`src/pkg/cfd_pkg.sv`:
```
// Shared constants and state types for the clock fanout divider control block
package cfd_pkg;
    localparam int       FRAME_BITS   = 24;
    localparam int       ADDR_BITS    = 7;
    localparam int       DATA_BITS    = 16;
    localparam int       NUM_OUTS     = 4;
    localparam int       TEMP_BITS    = 10;
    localparam int       CNT_BITS     = 13;
    localparam logic [4:0] ADDR_END   = 5'h08;
    localparam logic [4:0] FRAME_END  = 5'h18;
    // Register addresses
    localparam logic [6:0] ADDR_CTRL  = 7'h00;
    localparam logic [6:0] ADDR_OUT   = 7'h01;
    localparam logic [6:0] ADDR_MAIN  = 7'h02;
    localparam logic [6:0] ADDR_AUX   = 7'h03;
    localparam logic [6:0] ADDR_TEMP  = 7'h04;
    // Field positions
    localparam int       CTRL_RESET_BIT = 0;
    localparam int       CTRL_RBEN_BIT  = 1;
    localparam int       OUT_PWR_LSB    = 0;
    localparam int       OUT_EN_LSB     = 12;
    localparam int       MAIN_MUX_BIT   = 0;
    localparam int       MAIN_DIV_LSB   = 1;
    localparam int       MAIN_RST_BIT   = 4;
    localparam int       AUX_PRE_LSB    = 0;
    localparam int       AUX_DIV_LSB    = 2;
    // Reset values
    localparam logic       RBEN_RST     = 1'b1;
    localparam logic [3:0] OUT_EN_RST   = 4'hf;
    localparam logic [2:0] OUT_PWR_RST  = 3'h7;
    localparam logic       MUX_RST      = 1'b0;
    localparam logic [2:0] DIV_RST      = 3'h1;
    localparam logic       DIVRST_RST   = 1'b0;
    localparam logic [1:0] AUX_PRE_RST  = 2'h0;
    localparam logic [9:0] AUX_DIV_RST  = 10'h001;
    // Serial timing seen by the core clock
    localparam int       CORE_MHZ       = 50;
    localparam int       SPI_FMAX_MHZ   = 2;
    localparam int       SCK_MIN_CYC    = CORE_MHZ / SPI_FMAX_MHZ;

    typedef struct packed {
        logic                      sw_rst;
        logic                      rb_en;
        logic [NUM_OUTS-1:0]       out_en;
        logic [NUM_OUTS-1:0][2:0]  out_pwr;
        logic                      mux;
        logic [2:0]                div;
        logic                      div_rst;
        logic [1:0]                aux_pre;
        logic [9:0]                aux_div;
    } cfd_cfg_t;

    typedef struct packed {
        logic sck_meta;
        logic sck_sync;
        logic sck_prev;
        logic cs_meta;
        logic cs_sync;
        logic cs_prev;
        logic sdi_meta;
        logic sdi_sync;
    } cfd_link_t;

    typedef struct packed {
        logic [4:0]            cnt;
        logic [FRAME_BITS-1:0] shreg;
        logic                  rd;
        logic [DATA_BITS-1:0]  shadow;
        logic                  rb_out;
    } cfd_frame_t;

    typedef struct packed {
        logic [CNT_BITS-1:0]       main_cnt;
        logic [CNT_BITS-1:0]       aux_cnt;
        logic [NUM_OUTS-1:0]       main_out;
        logic                      aux_out;
        logic [NUM_OUTS-1:0][2:0]  pwr;
    } cfd_div_t;

    typedef struct packed {
        cfd_cfg_t   cfg;
        cfd_link_t  lk;
        cfd_frame_t fr;
        cfd_div_t   dv;
    } cfd_state_t;
endpackage

```
`src/verilog/cfd_clock_fanout_ctrl.sv`:
```
// Serial control port, register file and clock dividers of the fanout block
// Operation
// [RULE1] Host writes with leading flag zero
// [RULE2] Data sampled on every serial clock rise
// [RULE3] Clock edges count only while select low
// [RULE4] Host uses clock idle low, rise sampling
// [RULE5] Host keeps unaddressed devices deselected
// [RULE6] Host reads with leading flag one
// [RULE7] Readback held low during address bits
// [RULE8] Readback bits shift out on falling edges
// [RULE9] Data input ignored during read data
// [RULE10] Readback stays driven until enable cleared
// [RULE11] Readback shows effective, not written, state
// [RULE12] Power-up resets everything; dividers bypassed
// [RULE13] Host waits 100 us after power-up
// [RULE14] Reset bit resets all; clears on writes
// [RULE15] Software reset finishes before next write
// [RULE16] Temperature code is readable
// [RULE17] Four main outputs share one divider
// [RULE18] Per-output enable and power level 0-7
// [RULE19] Path select: 0 bypass, 1 divide
// [RULE20] Divide codes 1-7 give 2-8, odd duty
// [RULE21] Host toggles restart after input change
// [RULE22] Auxiliary pre-divider times 1-1023 divider
// [RULE23] Host serial clock at most 2 MHz
// [RULE24] Frame: flag, 7 address, 16 data bits
// [RULE25] Frames of wrong length are discarded
module cfd_clock_fanout_ctrl #(
    parameter int TEMP_W = cfd_pkg::TEMP_BITS
) (
    input  wire logic                                CORE_CLK,
    input  wire logic                                RESET,
    input  wire logic                                SCK,
    input  wire logic                                SDI,
    input  wire logic                                CS_N,
    input  wire logic [TEMP_W-1:0]                   TEMP_CODE,
    output logic                                     READBACK_OUT_PIN,
    output logic                                     READBACK_OUT_OE,
    output logic [cfd_pkg::NUM_OUTS-1:0]             MAIN_CLOCK_OUTPUT,
    output logic [cfd_pkg::NUM_OUTS-1:0][2:0]        MAIN_OUTPUT_POWER_LEVEL,
    output logic                                     AUXILIARY_CLOCK_OUTPUT
);

    if (TEMP_W < 1 || TEMP_W > cfd_pkg::DATA_BITS) begin : g_chk
        $error("TEMP_W must lie between 1 and the data width");
    end

    // The 50 MHz core must see each serial clock phase several times
    if (cfd_pkg::SCK_MIN_CYC < 8) begin : g_rate
        $error("Core clock too slow for the serial port");
    end

    // Field slices below assume four outputs of three power bits each
    if (cfd_pkg::NUM_OUTS != 4) begin : g_outs
        $error("Four main outputs are assumed by the register layout");
    end

    // The frame decode is wired for one flag, 7 address and 16 data bits
    if (cfd_pkg::FRAME_BITS != 1 + cfd_pkg::ADDR_BITS + cfd_pkg::DATA_BITS) begin : g_frame
        $error("Frame length must equal flag, address and data bits");
    end

    // Twice the largest auxiliary ratio must fit the 13-bit tick counters
    if (cfd_pkg::CNT_BITS != 13) begin : g_cnt
        $error("Divider counters must be 13 bits wide");
    end

    cfd_pkg::cfd_state_t s_ff;
    cfd_pkg::cfd_state_t nxt_s;

    // Configuration after power-up or software reset
    function automatic cfd_pkg::cfd_cfg_t cfg_default();
        cfd_pkg::cfd_cfg_t c;
        c.sw_rst  = 1'b0;
        c.rb_en   = cfd_pkg::RBEN_RST;
        c.out_en  = cfd_pkg::OUT_EN_RST;
        for (int i = 0; i < cfd_pkg::NUM_OUTS; i++) begin
            c.out_pwr[i] = cfd_pkg::OUT_PWR_RST;
        end
        c.mux     = cfd_pkg::MUX_RST;
        c.div     = cfd_pkg::DIV_RST;
        c.div_rst = cfd_pkg::DIVRST_RST;
        c.aux_pre = cfd_pkg::AUX_PRE_RST;
        c.aux_div = cfd_pkg::AUX_DIV_RST;
        return c;
    endfunction

    // Ticks per output period are twice the ratio: one tick per input half cycle
    function automatic logic [cfd_pkg::CNT_BITS-1:0] high_ticks(
        input logic [cfd_pkg::CNT_BITS-1:0] t
    );
        logic [cfd_pkg::CNT_BITS-1:0] h;
        h = {t[cfd_pkg::CNT_BITS-1:1], 1'b0};
        if (t == 13'h0001) begin
            h = 13'h0001;
        end
        return h;
    endfunction

    function automatic logic [cfd_pkg::CNT_BITS-1:0] last_tick(
        input logic [cfd_pkg::CNT_BITS-1:0] t
    );
        return {t[cfd_pkg::CNT_BITS-2:0], 1'b0} - 13'h0001;
    endfunction

    // Readback of the live state rather than the written word
    function automatic logic [cfd_pkg::DATA_BITS-1:0] rd_word(
        input logic [6:0]          a,
        input cfd_pkg::cfd_state_t st,
        input logic [TEMP_W-1:0]   temp
    );
        logic [cfd_pkg::DATA_BITS-1:0] w;
        w = 16'h0000;
        unique case (a)
            cfd_pkg::ADDR_CTRL: begin
                w[cfd_pkg::CTRL_RESET_BIT] = st.cfg.sw_rst;
                w[cfd_pkg::CTRL_RBEN_BIT]  = st.cfg.rb_en;
            end
            cfd_pkg::ADDR_OUT: begin
                w[cfd_pkg::OUT_EN_LSB +: 4] = st.cfg.out_en;
                w[cfd_pkg::OUT_PWR_LSB +: 12] = st.dv.pwr; // [RULE11]
            end
            cfd_pkg::ADDR_MAIN: begin
                w[cfd_pkg::MAIN_MUX_BIT]     = st.cfg.mux;
                w[cfd_pkg::MAIN_DIV_LSB +: 3] = st.cfg.div;
                w[cfd_pkg::MAIN_RST_BIT]     = st.cfg.div_rst;
            end
            cfd_pkg::ADDR_AUX: begin
                w[cfd_pkg::AUX_PRE_LSB +: 2]  = st.cfg.aux_pre;
                w[cfd_pkg::AUX_DIV_LSB +: 10] = st.cfg.aux_div;
            end
            cfd_pkg::ADDR_TEMP: begin
                w[TEMP_W-1:0] = temp; // [RULE16]
            end
            default: begin
                w = 16'h0000;
            end
        endcase
        return w;
    endfunction

    logic                          sck_rise;
    logic                          sck_fall;
    logic                          cs_rise;
    logic [6:0]                    addr_now;
    logic [6:0]                    wr_addr;
    logic [cfd_pkg::DATA_BITS-1:0] wr_data;
    logic [cfd_pkg::CNT_BITS-1:0]  main_ratio;
    logic [cfd_pkg::CNT_BITS-1:0]  aux_ratio;
    logic [1:0]                    pre_shift;
    logic [9:0]                    aux_div_eff;
    logic                          main_hold;
    logic                          main_phase;
    logic                          aux_phase;
    logic                          sw_hit;

    always_comb begin
        nxt_s = s_ff;
        sw_hit = 1'b0;

        // Two-flop synchronisers; edge logic reads only the second and third stages
        nxt_s.lk.sck_meta = SCK;
        nxt_s.lk.sck_sync = s_ff.lk.sck_meta;
        nxt_s.lk.sck_prev = s_ff.lk.sck_sync;
        nxt_s.lk.cs_meta  = CS_N;
        nxt_s.lk.cs_sync  = s_ff.lk.cs_meta;
        nxt_s.lk.cs_prev  = s_ff.lk.cs_sync;
        nxt_s.lk.sdi_meta = SDI;
        nxt_s.lk.sdi_sync = s_ff.lk.sdi_meta;

        sck_rise = s_ff.lk.sck_sync & ~s_ff.lk.sck_prev & ~s_ff.lk.cs_sync; // [RULE3]
        sck_fall = ~s_ff.lk.sck_sync & s_ff.lk.sck_prev & ~s_ff.lk.cs_sync; // [RULE3]
        cs_rise  = s_ff.lk.cs_sync & ~s_ff.lk.cs_prev;

        addr_now = {s_ff.fr.shreg[5:0], s_ff.lk.sdi_sync};
        wr_addr  = s_ff.fr.shreg[22:16];
        wr_data  = s_ff.fr.shreg[15:0];

        if (sck_rise) begin
            nxt_s.fr.shreg = {s_ff.fr.shreg[22:0], s_ff.lk.sdi_sync}; // [RULE2]
            if (s_ff.fr.cnt != 5'h1f) begin
                nxt_s.fr.cnt = s_ff.fr.cnt + 5'h01;
            end
            if (s_ff.fr.cnt == cfd_pkg::ADDR_END - 5'h01) begin
                // Flag bit sits six places up once the address is complete
                nxt_s.fr.rd = s_ff.fr.shreg[6]; // [RULE6]
                if (s_ff.fr.shreg[6]) begin
                    nxt_s.fr.shadow = rd_word(addr_now, s_ff, TEMP_CODE); // [RULE11]
                end
            end
        end

        if (~s_ff.lk.cs_sync && s_ff.fr.cnt < cfd_pkg::ADDR_END) begin
            nxt_s.fr.rb_out = 1'b0; // [RULE7]
        end else if (sck_fall && s_ff.fr.rd && s_ff.fr.cnt < cfd_pkg::FRAME_END) begin
            nxt_s.fr.rb_out = s_ff.fr.shadow[cfd_pkg::DATA_BITS-1]; // [RULE8]
            nxt_s.fr.shadow = {s_ff.fr.shadow[cfd_pkg::DATA_BITS-2:0], 1'b0};
        end

        // Between frames the count is cleared; a partial frame leaves no count or read flag behind
        if (s_ff.lk.cs_sync) begin
            nxt_s.fr.cnt = 5'h00;
            nxt_s.fr.rd  = 1'b0;
        end

        // Commit only a full write frame, read frames ignore their data bits
        if (cs_rise && s_ff.fr.cnt == cfd_pkg::FRAME_END
            && !s_ff.fr.shreg[cfd_pkg::FRAME_BITS-1]) begin // [RULE1] [RULE9] [RULE24] [RULE25]
            nxt_s.cfg.sw_rst = 1'b0; // [RULE14]
            unique case (wr_addr)
                cfd_pkg::ADDR_CTRL: begin
                    nxt_s.cfg.rb_en = wr_data[cfd_pkg::CTRL_RBEN_BIT]; // [RULE10]
                    if (wr_data[cfd_pkg::CTRL_RESET_BIT]) begin
                        // Completes in one core cycle, far inside one serial bit
                        nxt_s.cfg        = cfg_default(); // [RULE14] [RULE15]
                        nxt_s.cfg.sw_rst = 1'b1;
                        sw_hit           = 1'b1;
                    end
                end
                cfd_pkg::ADDR_OUT: begin
                    nxt_s.cfg.out_en  = wr_data[cfd_pkg::OUT_EN_LSB +: 4];
                    nxt_s.cfg.out_pwr = wr_data[cfd_pkg::OUT_PWR_LSB +: 12];
                end
                cfd_pkg::ADDR_MAIN: begin
                    nxt_s.cfg.mux     = wr_data[cfd_pkg::MAIN_MUX_BIT];
                    nxt_s.cfg.div     = wr_data[cfd_pkg::MAIN_DIV_LSB +: 3];
                    nxt_s.cfg.div_rst = wr_data[cfd_pkg::MAIN_RST_BIT];
                end
                cfd_pkg::ADDR_AUX: begin
                    nxt_s.cfg.aux_pre = wr_data[cfd_pkg::AUX_PRE_LSB +: 2];
                    nxt_s.cfg.aux_div = wr_data[cfd_pkg::AUX_DIV_LSB +: 10];
                end
                default: begin
                    nxt_s.cfg.sw_rst = 1'b0;
                end
            endcase
        end

        // One shared ratio for all four main outputs
        main_ratio = 13'h0001; // [RULE19]
        if (s_ff.cfg.mux) begin
            main_ratio = {10'h000, s_ff.cfg.div} + 13'h0001; // [RULE20]
        end
        // Reserved code 0 and the restart bit both park the divider low
        main_hold = s_ff.cfg.div_rst || (s_ff.cfg.mux && s_ff.cfg.div == 3'h0); // [RULE20]

        if (main_hold) begin
            nxt_s.dv.main_cnt = '0;
        end else if (s_ff.dv.main_cnt >= last_tick(main_ratio)) begin
            nxt_s.dv.main_cnt = '0;
        end else begin
            nxt_s.dv.main_cnt = s_ff.dv.main_cnt + 13'h0001;
        end
        main_phase = !main_hold && (s_ff.dv.main_cnt < high_ticks(main_ratio));

        for (int i = 0; i < cfd_pkg::NUM_OUTS; i++) begin
            nxt_s.dv.main_out[i] = s_ff.cfg.out_en[i] & main_phase; // [RULE17]
            // Power setting is meaningless while the output is off
            nxt_s.dv.pwr[i] = s_ff.cfg.out_en[i] ? s_ff.cfg.out_pwr[i] : 3'h0; // [RULE18]
        end

        // Codes above 2 select the largest pre-divider
        pre_shift   = (s_ff.cfg.aux_pre > 2'h2) ? 2'h2 : s_ff.cfg.aux_pre;
        aux_div_eff = (s_ff.cfg.aux_div == 10'h000) ? 10'h001 : s_ff.cfg.aux_div;
        aux_ratio   = {3'h0, aux_div_eff} << pre_shift; // [RULE22]

        if (s_ff.dv.aux_cnt >= last_tick(aux_ratio)) begin
            nxt_s.dv.aux_cnt = '0;
        end else begin
            nxt_s.dv.aux_cnt = s_ff.dv.aux_cnt + 13'h0001;
        end
        aux_phase = s_ff.dv.aux_cnt < high_ticks(aux_ratio); // [RULE22]
        nxt_s.dv.aux_out = aux_phase;

        // Applied last so the divider updates above cannot undo the restart
        if (sw_hit) begin
            nxt_s.dv = '0; // [RULE14]
        end
    end

    // Power-up reset bypasses the dividers and enables every output
    always_ff @(posedge CORE_CLK or posedge RESET) begin
        if (RESET) begin
            s_ff.cfg    <= cfg_default(); // [RULE12]
            s_ff.lk     <= '0;
            s_ff.lk.cs_meta <= 1'b1;
            s_ff.lk.cs_sync <= 1'b1;
            s_ff.lk.cs_prev <= 1'b1;
            s_ff.fr     <= '0;
            s_ff.dv     <= '0; // [RULE12]
        end else begin
            s_ff <= nxt_s;
        end
    end

    assign READBACK_OUT_PIN        = s_ff.fr.rb_out;
    assign READBACK_OUT_OE         = s_ff.cfg.rb_en; // [RULE10]
    assign MAIN_CLOCK_OUTPUT       = s_ff.dv.main_out;
    assign MAIN_OUTPUT_POWER_LEVEL = s_ff.dv.pwr;
    assign AUXILIARY_CLOCK_OUTPUT  = s_ff.dv.aux_out;

endmodule // cfd_clock_fanout_ctrl

```
`config.mk`:
```
export PLATFORM = sky130hd
export DESIGN_NAME = cfd_clock_fanout_ctrl
export DESIGN_NICKNAME = d
export VERILOG_FILES = /design/src/pkg/cfd_pkg.sv /design/src/verilog/cfd_clock_fanout_ctrl.sv
export SDC_FILE = /design/constraint.sdc
export NUM_CORES = 1
export LEC_CHECK = 0
export ABC_AREA = 1
export ABC_CLOCK_PERIOD_IN_PS = 4100
export BUFFER_PORTS_ARGS = -buffer_cell sky130_fd_sc_hd__buf_2
export CAP_MARGIN = 20
export CORE_MARGIN = 4
export CORE_UTILIZATION = 50
export CTS_BUF_LIST = sky130_fd_sc_hd__clkbuf_8
export CTS_CLUSTER_SIZE = 20
export DETAILED_ROUTE_END_ITERATION = 16
export HOLD_SLACK_MARGIN = 0.06
export PLACE_DENSITY = 0.79
export SYNTH_ARGS = -nofsm -noshare
export SYNTH_HDL_FRONTEND = slang
export SYNTH_SLANG_ARGS = --single-unit
```
`constraint.sdc`:
```
create_clock -name CORE_CLK -period 4.1 [get_ports CORE_CLK]
set_input_delay 0.205 -clock CORE_CLK [delete_from_list [all_inputs] [get_ports CORE_CLK]]
set_output_delay 0.205 -clock CORE_CLK [all_outputs]
set_load 0.02 [all_outputs]
```
==> results.yml <==
cells_and_area:
  layout_commonest_cell: "nand2_1"
  multiInputGateArea_sq_um: 3580
  mostFrequentLayoutCells: "216 x nand2_1, 111 x dfrtp_1, 106 x inv_1"
  regArea_sq_um: 3360
  fill_cells: 1319
  fin_area_sq_um: 8260
  areaGrowthSynthToFinish_pct: 9.19
  drive_gt1_frac: 0.119
  nets: 1028
  diodes: 0
route:
  avgViaCountPerCell: 5.40
  routed_wl_microns: 16900
  num_vias: 6256
  dr.pass1.iters: 5
  drc: 0
  antenna_left: 0
  wl_per_cell_microns: 14.6
  dr.first_iter.drc_count: 409
yosys:
  synthCells: 940
  ys_ff_latch: 133
  seq_area_frac_synth: 0.444
  synth_top_area_share: 0.367
  synth-edff-count: 0
  synthTopCellsByArea: "dfrtp_1 37%, nand2_1 11%, ha_1 8.4%, dfstp_2 7.6%, inv_1 5.3%"
  synth_ff_type: "dfrtp_1"
  avgSynthCellArea_sq_um: 8.05
  synthDistinctLibCells: 42
  synth_top_cell_by_area: "dfrtp_1"
  synthArstFlopShare: 1.00
  syn-num-nets: 1006
  synth_area_sq_um: 7570
  ys_warn_count: 0
cts:
  cts_inserted_buffers: 17
  h-tree-depth: 4
  clk_path_buf_depth: 2
  insertion_delay_ps: 460
  cts_tree: "built"
  clock_sinks: 133
  clk_pin_slew_worst_paths_ps: 90
  clock_tree.root_cell: "clkbuf_8"
sta:
  maxSlewViolCount: 0
  rsz0062_at_grt: "false"
  worstMarginPinSlew_ps: 1120
  relSlewSlack: 0.252
  fin_worst_skew_ps: 12.0
  setup_ws_ps: 768
  fin_crit_ps: 3330
  fmax_mhz: 300
  hold_ws_ps: 96.2
  fin_setup_tns_ps: 0
  finalHoldViolCount: 0
  finalSetupViolCount: 0
  min_period_over_period: 0.813
setup_path:
  cp_data_arrival_time_ps: 3700
  critPathMaxFanout: 13
  r2r-start: "s_ff[109]$_DFFE_PP0P_"
  rr_worst_depth: 15
  crit_path_start_kind: "register"
  r2r_setup_slack_ps: 770
  worst-setup-path-type: "reg -> reg"
  r2r-end: "s_ff[25]$_DFF_PP0_"
  cp-end-kind: "register"
  worst_ep_required_time_ps: 4470
placed_design:
  dpl_cell_area_sq_um: 7770
  gp_congestion: 0.906
  dp_slack_ps: 825
  dp_hpwl_microns: 12000
  io_buffers: 33
power:
  p_seq_frac: 0.500
  p_comb_frac: 0.067
  vdd_drop_max_mv: 0.236
  sw_frac_of_total: 0.262
  power.internal_mw: 2.01
  clkPwrFrac: 0.434
  power_density_nw_per_um2: 329
  switching_power_mw: 0.711
  power.total_mw: 2.72
  p_leak_nw: 3.80
die:
  initial_core_util: 0.515
  die_w_microns: 131
  core.rowCount: 44
  dieArea_sq_um: 17200
  die_h_microns: 131
  core_sq_um: 14700
  io_pins: 34
grt:
  grt_first_pass_wirelength_microns: 28600
  antenna_found_initial: 0
  grt_max_degree: 113
  grt_use_total: 0.211
  grt_pass1_vias: 6131
  grt-ovfl-total: 0
worst_hold_path:
  holdPathStages: 5
  hp-start: "TEMP_CODE[6]"
  worstHoldEndpoint: "s_ff[50]$_DFF_PP0_"
  hold_path_class: "in -> reg"
outcome:
  status: "complete, no violations"
run:
  maxCapViolations: 0
-- final cells by class --
cell class	instances	area share
multi-input cells	659	0.433
flip-flops and latches	133	0.406
inverters	110	0.0506
repair buffers	41	0.0309
clock buffers	18	0.0300
well taps	184	0.0279
clock inverters	14	0.0215
-- state kept, by name, indices dropped and copies added, names as in the netlist --
signal                   cells
addr_now                     7
READBACK_OUT_PIN             1
MAIN_CLOCK_OUTPUT            4
MAIN_OUTPUT_POWER_LEVEL     12
AUXILIARY_CLOCK_OUTPUT       1
nxt_s                        5
READBACK_OUT_OE              1
s_ff                       102
-- timing repair --
action / in CTS / in global routing
setup buffers: 0 / 0
hold endpoints to repair: 92 / 0
gates resized for setup: 0 / 0
hold buffers: 4 / 0
-- critical path: stages (launching register included) --
cell	delay [ps]
dfrtp_1	530
inv_1	330
nand2_1	150
o21ai_0	380
inv_1	120
ha_1	250
nand4_1	190
nor2_1	80
xor2_1	140
ha_1	270
nand2_1	80
nor2_1	60
nand2_1	60
o211a_1	150
nand3_2	240
nor3_1	210
-- synthesized netlist by cell type, drive strengths merged (12+ instances only) --
library cell / number
dfstp: 22
nor2: 101
a21oi: 39
nand3: 58
xor2: 17
nor3: 23
o21ai: 82
nand4: 15
inv: 108
ha: 51
dfrtp: 111
buf: 26
nand2: 221
clkbuf: 12
-- stage by stage --
step / utilization / std cells
6_report: 0.562 / 1159
5_1_grt: 0.562 / 1159
4_1_cts: 0.560 / 1158
3_5_place_dp: 0.529 / 1122
3_3_place_gp: 0.529 / 1122
2_1_floorplan: - / 940
-- metal layers --
layer	routed length (microns)	track usage	up-vias
met5	0	0	-
met4	342	0.0786	0
met3	681	0.0459	29
met2	8320	0.349	138
met1	7540	0.271	2971
li1	-	-	3118
-- power by group through the flow --
stage | logic [mW] | clock network [mW] | registers, mW
global placement | 0.171 | 0 | 1.38
finish | 0.181 | 1.18 | 1.36
global route | 0.209 | 1.27 | 1.36
floorplan | 0.126 | 0 | 1.37
detailed placement | 0.172 | 0 | 1.38
CTS | 0.177 | 1.20 | 1.36
-- how the worst max path moves through the flow --
stage                               start                                to  slack [ps]  cells after the start
detailed placement  s_ff[109]$_DFFE_PP0P_                s_ff[25]$_DFF_PP0_         830                     15
finish              s_ff[109]$_DFFE_PP0P_                s_ff[25]$_DFF_PP0_         770                     15
global placement    s_ff[109]$_DFFE_PP0P_                s_ff[29]$_DFF_PP0_        1010                     15
global route        s_ff[109]$_DFFE_PP0P_                s_ff[29]$_DFF_PP0_         470                     15
CTS                 s_ff[109]$_DFFE_PP0P_                s_ff[25]$_DFF_PP0_         810                     15
floorplan                           RESET  AUXILIARY_CLOCK_OUTPUT$_DFF_PP0_         380                      1
-- kinds of logic after synthesis --
group / after synthesis / share of synthesized area
adders and majority gates: 51 / 0.0843
AOI/OAI and AO/OA: 149 / 0.109
buffers and inverters: 148 / 0.0840
DFF: 133 / 0.444
and+or+nand+nor: 430 / 0.247
xor gates and xnor gates: 28 / 0.0324
other: 1 / 0.000496
Power figures use the tool's default switching activity.
